===== config.mk =====
export PLATFORM = sky130hd
export DESIGN_NAME = dram_host_ctl
export DESIGN_NICKNAME = d
export VERILOG_FILES = /design/src/pkg/dram_ctl_pkg.sv /design/src/design/cycle_timer.sv /design/src/design/dram_host_ctl.sv
export VERILOG_INCLUDE_DIRS = /design/src /design/src/pkg
export SDC_FILE = /design/constraint.sdc
export NUM_CORES = 1
export LEC_CHECK = 0
export BUFFER_PORTS_ARGS = -buffer_cell sky130_fd_sc_hd__buf_4
export CORE_MARGIN = 1
export CORE_UTILIZATION = 44
export CTS_BUF_LIST = sky130_fd_sc_hd__clkbuf_2
export DETAILED_ROUTE_END_ITERATION = 10
export PLACE_DENSITY = 0.71
export SLEW_MARGIN = 10
export SYNTH_ARGS = -nofsm -noshare
export SYNTH_HDL_FRONTEND = slang
export SYNTH_SLANG_ARGS = --single-unit
export TNS_END_PERCENT = 20

===== constraint.sdc =====
create_clock -name mclk_i -period 6.4 [get_ports mclk_i]
set_input_delay 0.32 -clock mclk_i [delete_from_list [all_inputs] [get_ports mclk_i]]
set_output_delay 0.32 -clock mclk_i [all_outputs]
set_load 0.02 [all_outputs]

===== src/pkg/dram_ctl_defs.svh =====
`ifndef DRAM_CTL_DEFS_SVH
`define DRAM_CTL_DEFS_SVH

`define CLK_PERIOD_NS 8
`define ROW_BITS 10
`define COL_BITS 10
`define DATA_BITS 4
`define ROW_COUNT 1024
`define REFRESH_PERIOD_NS 16000000
`define REFRESH_INTERVAL_CYC ((`REFRESH_PERIOD_NS / `ROW_COUNT) / `CLK_PERIOD_NS)
`define POWERUP_PAUSE_NS 100000
`define POWERUP_PAUSE_CYC ((`POWERUP_PAUSE_NS + `CLK_PERIOD_NS - 1) / `CLK_PERIOD_NS)
`define WAKE_CYCLES 8
`define PAGE_ROW_LOW_MAX_NS 100000
`define PAGE_ROW_LOW_MAX_CYC (`PAGE_ROW_LOW_MAX_NS / `CLK_PERIOD_NS)
`define ROW_LOW_MAX_NS 10000
`define ROW_LOW_MAX_CYC (`ROW_LOW_MAX_NS / `CLK_PERIOD_NS)
`define ROW_SETUP_NS 20
`define ROW_SETUP_CYC ((`ROW_SETUP_NS + `CLK_PERIOD_NS - 1) / `CLK_PERIOD_NS)
`define COL_LOW_NS 40
`define COL_LOW_CYC ((`COL_LOW_NS + `CLK_PERIOD_NS - 1) / `CLK_PERIOD_NS)
`define PAGE_CYCLE_TIME_NS 40
`define PAGE_CYCLE_TIME_CYC ((`PAGE_CYCLE_TIME_NS + `CLK_PERIOD_NS - 1) / `CLK_PERIOD_NS)
`define COLUMN_PRECHARGE_TIME_NS 10
`define COLUMN_PRECHARGE_TIME_CYC ((`COLUMN_PRECHARGE_TIME_NS + `CLK_PERIOD_NS - 1) / `CLK_PERIOD_NS)
`define ROW_PRECHARGE_NS 90
`define ROW_PRECHARGE_CYC ((`ROW_PRECHARGE_NS + `CLK_PERIOD_NS - 1) / `CLK_PERIOD_NS)
`define ROW_LOW_MIN_NS 120
`define ROW_LOW_MIN_CYC ((`ROW_LOW_MIN_NS + `CLK_PERIOD_NS - 1) / `CLK_PERIOD_NS)
`define WE_STEP_NS 25
`define WE_STEP_CYC ((`WE_STEP_NS + `CLK_PERIOD_NS - 1) / `CLK_PERIOD_NS)

`endif


===== src/pkg/dram_ctl_pkg.sv =====
package dram_ctl_pkg;
  typedef enum logic [3:0] {
    ST_POWERUP = 4'h0,
    ST_WAKE = 4'h1,
    ST_IDLE = 4'h2,
    ST_ROW = 4'h3,
    ST_COL = 4'h4,
    ST_WE = 4'h5,
    ST_COL_HI = 4'h6,
    ST_PRE = 4'h7,
    ST_CBR_SET = 4'h8,
    ST_CBR_ROW = 4'h9
  } state_e;

  typedef enum logic [1:0] {
    OP_READ = 2'h0,
    OP_WRITE = 2'h1,
    OP_RMW = 2'h2
  } op_e;

  typedef logic [16:0] count_t;
endpackage : dram_ctl_pkg


===== src/design/cycle_timer.sv =====
`timescale 1ns/1ps
module cycle_timer #(
  parameter int WIDTH = 17
) (
  input wire logic mclk_i,
  input wire logic rst_i,
  input wire logic load_i,
  input wire logic [WIDTH-1:0] value_i,
  output logic done_o
);
  logic [WIDTH-1:0] cnt_r;
  always_ff @(posedge mclk_i) begin
    if (rst_i) begin
      cnt_r <= '0;
    end else if (load_i) begin
      cnt_r <= value_i;
    end else if (cnt_r != '0) begin
      cnt_r <= cnt_r - 1'b1;
    end
  end
  assign done_o = (cnt_r == '0);
endmodule : cycle_timer


===== src/design/dram_host_ctl.sv =====
`timescale 1ns/1ps
`include "dram_ctl_defs.svh"
module dram_host_ctl #(
  parameter int REFRESH_INTERVAL = `REFRESH_INTERVAL_CYC,
  parameter int POWERUP_PAUSE = `POWERUP_PAUSE_CYC,
  parameter int PAGE_ROW_LOW_MAX = `PAGE_ROW_LOW_MAX_CYC,
  parameter int ROW_LOW_MAX = `ROW_LOW_MAX_CYC,
  parameter int PAGE_CYCLE_TIME = `PAGE_CYCLE_TIME_CYC
) (
  input wire logic mclk_i,
  input wire logic rst_i,
  input wire logic req_valid_i,
  input wire logic [1:0] req_op_i,
  input wire logic [19:0] req_addr_i,
  input wire logic [3:0] req_wdata_i,
  input wire logic req_page_i,
  output logic req_ready_o,
  output logic rdata_valid_o,
  output logic [3:0] rdata_o,
  output logic init_done_o,
  output logic row_strobe_n_o,
  output logic col_strobe_n_o,
  output logic write_strobe_n_o,
  output logic out_enable_n_o,
  output logic [9:0] mux_address_pins_o,
  input wire logic [3:0] shared_data_pins_i,
  output logic [3:0] shared_data_pins_o,
  output logic [3:0] shared_data_pins_oe_o
);
  typedef struct packed {
    dram_ctl_pkg::state_e st;
    dram_ctl_pkg::op_e op;
    logic [9:0] col;
    logic [3:0] wdata;
    logic [3:0] wake;
    logic page;
    logic [9:0] row;
    logic paused;
    logic refresh_due;
    logic [16:0] refresh_cnt;
    logic [16:0] row_low_cnt;
    logic ready;
    logic rvalid;
    logic [3:0] rdata;
    logic init_done;
    logic ras_n;
    logic cas_n;
    logic we_n;
    logic oe_n;
    logic [9:0] addr;
    logic [3:0] dq_o;
    logic [3:0] dq_oe;
  } state_s;

  state_s cur_r;
  state_s cur_nxt;
  logic [3:0] dq_s1_r;
  logic [3:0] dq_s2_r;
  logic [3:0] dq_s3_r;
  logic tmr_load;
  dram_ctl_pkg::count_t tmr_val;
  logic tmr_done;
  logic row_limit;

  cycle_timer #(.WIDTH(17)) u_timer (
    .mclk_i(mclk_i),
    .rst_i(rst_i),
    .load_i(tmr_load),
    .value_i(tmr_val),
    .done_o(tmr_done)
  );

  always_ff @(posedge mclk_i) begin
    dq_s1_r <= shared_data_pins_i;
    dq_s2_r <= dq_s1_r;
    dq_s3_r <= dq_s2_r;
  end

  assign row_limit = cur_r.page ? (cur_r.row_low_cnt >= 17'(PAGE_ROW_LOW_MAX - 16))
                                : (cur_r.row_low_cnt >= 17'(ROW_LOW_MAX - 16));

  always_comb begin
    cur_nxt = cur_r;
    tmr_load = 1'b0;
    tmr_val = '0;
    cur_nxt.rvalid = 1'b0;
    cur_nxt.ready = 1'b0;
    if (cur_r.refresh_cnt == '0) begin
      cur_nxt.refresh_cnt = 17'(REFRESH_INTERVAL - 1);
    end else begin
      cur_nxt.refresh_cnt = cur_r.refresh_cnt - 17'h00001;
    end
    cur_nxt.row_low_cnt = cur_r.ras_n ? 17'h00000 : cur_r.row_low_cnt + 17'h00001;
    case (cur_r.st)
      dram_ctl_pkg::ST_POWERUP: begin
        if (!cur_r.paused) begin
          cur_nxt.paused = 1'b1;
          tmr_load = 1'b1;
          tmr_val = 17'(POWERUP_PAUSE);
        end else if (tmr_done) begin
          cur_nxt.st = dram_ctl_pkg::ST_WAKE;
        end
      end
      dram_ctl_pkg::ST_WAKE: begin
        if (cur_r.wake == 4'(`WAKE_CYCLES)) begin
          cur_nxt.init_done = 1'b1;
          cur_nxt.st = dram_ctl_pkg::ST_IDLE;
        end else begin
          cur_nxt.wake = cur_r.wake + 4'h1;
          cur_nxt.cas_n = 1'b0;
          cur_nxt.we_n = 1'b1;
          tmr_load = 1'b1;
          tmr_val = 17'(`COLUMN_PRECHARGE_TIME_CYC);
          cur_nxt.st = dram_ctl_pkg::ST_CBR_SET;
        end
      end
      dram_ctl_pkg::ST_IDLE: begin
        // a request already offered ready is taken before a pending refresh
        if (req_valid_i && cur_r.ready) begin
          cur_nxt.op = dram_ctl_pkg::op_e'(req_op_i);
          cur_nxt.col = req_addr_i[9:0];
          cur_nxt.wdata = req_wdata_i;
          cur_nxt.page = req_page_i;
          cur_nxt.row = req_addr_i[19:10];
          cur_nxt.addr = req_addr_i[19:10];
          cur_nxt.ras_n = 1'b0;
          tmr_load = 1'b1;
          tmr_val = 17'(`ROW_SETUP_CYC);
          cur_nxt.st = dram_ctl_pkg::ST_ROW;
        end else if (cur_r.refresh_due) begin
          cur_nxt.refresh_due = 1'b0;
          cur_nxt.cas_n = 1'b0;
          cur_nxt.we_n = 1'b1;
          cur_nxt.oe_n = 1'b1;
          tmr_load = 1'b1;
          tmr_val = 17'(`COLUMN_PRECHARGE_TIME_CYC);
          cur_nxt.st = dram_ctl_pkg::ST_CBR_SET;
        end else begin
          cur_nxt.ready = 1'b1;
        end
      end
      dram_ctl_pkg::ST_ROW: begin
        if (tmr_done) begin
          cur_nxt.addr = cur_r.col;
          if (cur_r.op == dram_ctl_pkg::OP_WRITE) begin
            cur_nxt.we_n = 1'b0;
            cur_nxt.oe_n = 1'b1;
            cur_nxt.dq_o = cur_r.wdata;
            cur_nxt.dq_oe = 4'hF;
          end else begin
            cur_nxt.we_n = 1'b1;
            cur_nxt.oe_n = 1'b0;
            cur_nxt.dq_oe = 4'h0;
          end
          cur_nxt.cas_n = 1'b0;
          tmr_load = 1'b1;
          tmr_val = 17'(PAGE_CYCLE_TIME - `COLUMN_PRECHARGE_TIME_CYC);
          cur_nxt.st = dram_ctl_pkg::ST_COL;
        end
      end
      dram_ctl_pkg::ST_COL: begin
        if (tmr_done) begin
          if (cur_r.op == dram_ctl_pkg::OP_WRITE) begin
            cur_nxt.cas_n = 1'b1;
            cur_nxt.st = dram_ctl_pkg::ST_COL_HI;
          end else begin
            cur_nxt.rdata = dq_s3_r;
            cur_nxt.rvalid = 1'b1;
            if (cur_r.op == dram_ctl_pkg::OP_RMW) begin
              cur_nxt.oe_n = 1'b1;
              tmr_load = 1'b1;
              tmr_val = 17'(`WE_STEP_CYC);
              cur_nxt.st = dram_ctl_pkg::ST_WE;
            end else begin
              cur_nxt.cas_n = 1'b1;
              cur_nxt.st = dram_ctl_pkg::ST_COL_HI;
            end
          end
          tmr_load = tmr_load | (cur_nxt.st == dram_ctl_pkg::ST_COL_HI);
          if (cur_nxt.st == dram_ctl_pkg::ST_COL_HI) begin
            tmr_val = 17'(`COLUMN_PRECHARGE_TIME_CYC);
          end
        end
      end
      dram_ctl_pkg::ST_WE: begin
        if (tmr_done && cur_r.we_n) begin
          cur_nxt.we_n = 1'b0;
          cur_nxt.dq_o = cur_r.wdata;
          cur_nxt.dq_oe = 4'hF;
          tmr_load = 1'b1;
          tmr_val = 17'(`WE_STEP_CYC);
        end else if (tmr_done) begin
          cur_nxt.cas_n = 1'b1;
          tmr_load = 1'b1;
          tmr_val = 17'(`COLUMN_PRECHARGE_TIME_CYC);
          cur_nxt.st = dram_ctl_pkg::ST_COL_HI;
        end
      end
      dram_ctl_pkg::ST_COL_HI: begin
        cur_nxt.dq_oe = 4'h0;
        cur_nxt.we_n = 1'b1;
        cur_nxt.oe_n = 1'b1;
        if (tmr_done) begin
          if (cur_r.ready && req_valid_i) begin
            cur_nxt.op = dram_ctl_pkg::op_e'(req_op_i);
            cur_nxt.col = req_addr_i[9:0];
            cur_nxt.wdata = req_wdata_i;
            cur_nxt.page = req_page_i;
            tmr_load = 1'b1;
            tmr_val = 17'h00000;
            cur_nxt.st = dram_ctl_pkg::ST_ROW;
          end else if (!cur_r.ready && cur_r.page && !row_limit && !cur_r.refresh_due
                       && req_valid_i && req_addr_i[19:10] == cur_r.row) begin
            // offer one page access, only for a request in the open row
            cur_nxt.ready = 1'b1;
          end else begin
            cur_nxt.ras_n = 1'b1;
            tmr_load = 1'b1;
            tmr_val = 17'(`ROW_PRECHARGE_CYC);
            cur_nxt.st = dram_ctl_pkg::ST_PRE;
          end
        end
      end
      dram_ctl_pkg::ST_PRE: begin
        cur_nxt.cas_n = 1'b1;
        if (tmr_done) begin
          cur_nxt.st = cur_r.init_done ? dram_ctl_pkg::ST_IDLE : dram_ctl_pkg::ST_WAKE;
        end
      end
      dram_ctl_pkg::ST_CBR_SET: begin
        if (tmr_done) begin
          cur_nxt.ras_n = 1'b0;
          tmr_load = 1'b1;
          tmr_val = 17'(`ROW_LOW_MIN_CYC);
          cur_nxt.st = dram_ctl_pkg::ST_CBR_ROW;
        end
      end
      dram_ctl_pkg::ST_CBR_ROW: begin
        if (tmr_done) begin
          cur_nxt.ras_n = 1'b1;
          cur_nxt.cas_n = 1'b1;
          tmr_load = 1'b1;
          tmr_val = 17'(`ROW_PRECHARGE_CYC);
          cur_nxt.page = 1'b0;
          cur_nxt.st = dram_ctl_pkg::ST_PRE;
        end
      end
      default: begin
        cur_nxt.st = dram_ctl_pkg::ST_IDLE;
      end
    endcase
    // set after the state logic so a new refresh tick beats a same-cycle clear
    if (cur_r.refresh_cnt == '0 && cur_r.st != dram_ctl_pkg::ST_POWERUP) begin
      cur_nxt.refresh_due = 1'b1;
    end
  end

  always_ff @(posedge mclk_i) begin
    if (rst_i) begin
      cur_r <= '0;
      cur_r.st <= dram_ctl_pkg::ST_POWERUP;
      cur_r.refresh_cnt <= 17'(REFRESH_INTERVAL - 1);
      cur_r.ras_n <= 1'b1;
      cur_r.cas_n <= 1'b1;
      cur_r.we_n <= 1'b1;
      cur_r.oe_n <= 1'b1;
    end else begin
      cur_r <= cur_nxt;
    end
  end

  always_ff @(posedge mclk_i) begin
    if (rst_i) begin
      init_done_o <= 1'b0;
    end else begin
      init_done_o <= cur_nxt.init_done;
    end
  end

  assign req_ready_o = cur_r.ready;
  assign rdata_valid_o = cur_r.rvalid;
  assign rdata_o = cur_r.rdata;
  assign row_strobe_n_o = cur_r.ras_n;
  assign col_strobe_n_o = cur_r.cas_n;
  assign write_strobe_n_o = cur_r.we_n;
  assign out_enable_n_o = cur_r.oe_n;
  assign mux_address_pins_o = cur_r.addr;
  assign shared_data_pins_o = cur_r.dq_o;
  assign shared_data_pins_oe_o = cur_r.dq_oe;
endmodule : dram_host_ctl


==> impl_metrics.ini <==
[yosys]
synth_edf_count = 0
yosysMostFrequentCell = dfxtp_1
ys_types = 63
synthTopCellsByArea = dfxtp_1 (43%), nand2_1 (7.9%), nor2_1 (6.4%), xnor2_1 (5.1%), a21oi_1 (4.7%)
syn_inst = 713
synth_top_area_frac = 0.433
synthTopCellsByCount = dfxtp_1 (126), nand2_1 (122), nor2_1 (99)
synth_area_um2 = 5830
synthArstFlopShare = 0
synth_top_area_cell = dfxtp_1
seq_area_frac_synth = 0.433
avgSynthCellArea_um2 = 8.18
synth_nets = 753
synth_seq_cells = 126
synthFlopType = dfxtp_1
ys_warn_count = 0

[clocking]
clk_pin_slew_ns = 0.18
clock-sinks = 126
htreeDepth = 4
cts.path.max_buffers = 2
clock_latency_ns = 0.70
cts_root_buf = clkbuf_2
tritoncts = yes
cts_made_buffers = 17

[drt]
via_per_inst = 5.32
wl_um = 13800
vias = 5092
remaining_drc_errors = 0
drt_iter0_markers = 272
drt_first_pass_iters = 4
ant_nets = 0
wl_per_cell_um = 14.4

[status]
status = finished, final reports clean

[floorplanning]
start_util = 0.457
ios = 63
die_w_um = 117
placementRows = 41
die_h_um = 117
die-area_um2 = 13700
core_um2 = 12800

[placed_design]
io_buffer_count = 62
dpl.hpwl_um = 9510
routabilityCongestion = 0.930

[global_routing]
grt_pass1_wl_um = 22500
grt_pass1_vias = 4912
grt_max_degree = 80
antenna_found_initial = 0
grtUsageTotal = 0.212
grt-ovfl-total = 0

[layout]
nNetsFinal = 812
drive_gt1_frac = 0.139
finish.utilization = 0.534
antenna_cells = 0
area_growth_pct = 16.9

[sta]
maxSlewViolCount = 0
slew_headroom = 0.365
fin_crit_ns = 2.91
tns_ns = 0
rsz0062_at_grt = false
finalSetupViolations = 0
period_share = 0.454
timing.fmax_mhz = 344
finalHoldViolations = 0
fin_skew_ns = 0.0361
worstMarginPinSlew_ns = 0.939

[worst_hold_path]
hold_path.startpoint = req_valid_i
hold_path_class = in -> reg

[worst_setup_path]
cpPeakStageDelay_ns = 0.90
crit_type = reg -> reg
slowest_stage = dfxtp_1
crit_required_ns = 6.99
cp-startpoint = cur_r[99]
cp_max_fo = 24
crit_path_start_kind = flip-flop
cp-end-kind = flip-flop
cp.arrival_ns = 3.50
path_cells = inv_1, nor3_1, a211oi_1, nand3b_1, mux2_1
regToRegStartpoint = cur_r[99]

[power_and_ir_drop]
p_leak_nw = 2.52
vdd_drop_max_mv = 0.157
powerDensity_nw_per_um2 = 340

[flow_run]
cap_violations = 0
[kinds of logic after synthesis]
| group | count (synthesis) | synth area share |
|---|---|---|
| compound gates | 121 | 0.135 |
| xor+xnor | 53 | 0.0796 |
| fa+ha+maj | 6 | 0.0129 |
| buf+inv | 71 | 0.0620 |
| flops | 126 | 0.433 |
| mux | 10 | 0.0174 |
| simple gates | 326 | 0.260 |
[final timing paths]
check,endpoint,slack (ns),cells past startpoint
worst max-delay path,cur_r[98],3.49,5
worst min-delay path,req_ready_o,0.12,5
worst max register to register,cur_r[98],3.49,5
worst min register to register,dq_s2_r[0],0.33,0
[worst max-delay path: cells and delay by family (launching register included)]
kind	cells	cell delay [ns]
simple gates	2	1.02
flops	1	0.90
buf+inv	1	0.33
mux	1	0.33
compound gates	1	0.24
[state kept, by name, indices dropped and copies added (netlist names), 4 cells and up]
| signal | cells |
|---|---|
| dq_s1_r | 4 |
| rdata_o | 4 |
| mux_address_pins_o | 10 |
| shared_data_pins_o | 4 |
| cur_r | 71 |
| u_timer.cnt_r | 17 |
| dq_s2_r | 4 |
| dq_s3_r | 4 |
[through the flow]
stage	hold slack, ns	cell area [um2]	setup WS [ns]	cells	total power [mW]
after floorplan	0.310	5830	4.16	713	1.58
after global placement	0.310	6230	3.49	894	1.73
after detailed placement	0.312	6230	3.24	894	1.74
after CTS	0.0885	6810	3.22	957	2.32
after global routing	0.0850	6820	3.16	957	2.47
final	0.118	6820	3.49	957	2.31
[layer usage]
layer  track usage  vias up  part of all wire
li1              -     2537                 -
met1         0.259     2347              0.44
met2         0.347      171              0.48
met3        0.0618       37             0.057
met4        0.0920        0             0.027
met5             0        -                 0
[cells in the final DEF (no fill, tap or decap), types with 3 or more instances in the layout]
| cell type | count |
|---|---|
| or2_2 | 5 |
| o31ai_1 | 3 |
| or4_1 | 4 |
| ha_1 | 6 |
| nor2_1 | 99 |
| mux2i_1 | 9 |
| nand3_1 | 10 |
| or3_1 | 3 |
| and3_1 | 5 |
| buf_4 | 64 |
| clkbuf_2 | 21 |
| bufinv_16 | 4 |
| o21ai_0 | 15 |
| nor4b_1 | 4 |
| a21oi_1 | 55 |
| nor3b_1 | 3 |
| nand2b_1 | 6 |
| xor2_1 | 19 |
| nand4_1 | 8 |
| inv_1 | 16 |
| nand2_1 | 122 |
| a311oi_1 | 12 |
| nor3_1 | 25 |
| nor4_1 | 10 |
| xnor2_1 | 34 |
| dlygate4sd3_1 | 31 |
| nor2b_1 | 8 |
| dfxtp_1 | 126 |
| nand3b_1 | 5 |
[area by class of cell]
cell class	count	area [um2]
Timing Repair Buffer	95	791
Multi-Input combinational cell	516	2960
Inverter	16	60.1
Tap cell	172	215
Sequential cell	126	2520
Clock inverter	11	166
Fill cell	1182	5960
Clock buffer	21	105
[timing repair]
item,4_1_cts,5_1_grt
endpoints found under the setup margin,0,0
setup buffers,0,0
endpoints found under the hold margin,41,0
gates resized for setup,0,0
hold buffers,31,0
[power breakdown]
group | switching [mW] | total (mW) | internal, mW
sequential | 0.123 | 0.978 | 0.855
combinational | 0.445 | 0.780 | 0.335
clock | 0.295 | 0.557 | 0.262
total | 0.863 | 2.31 | 1.45
Note: power is estimated with default switching activity, not from simulation.
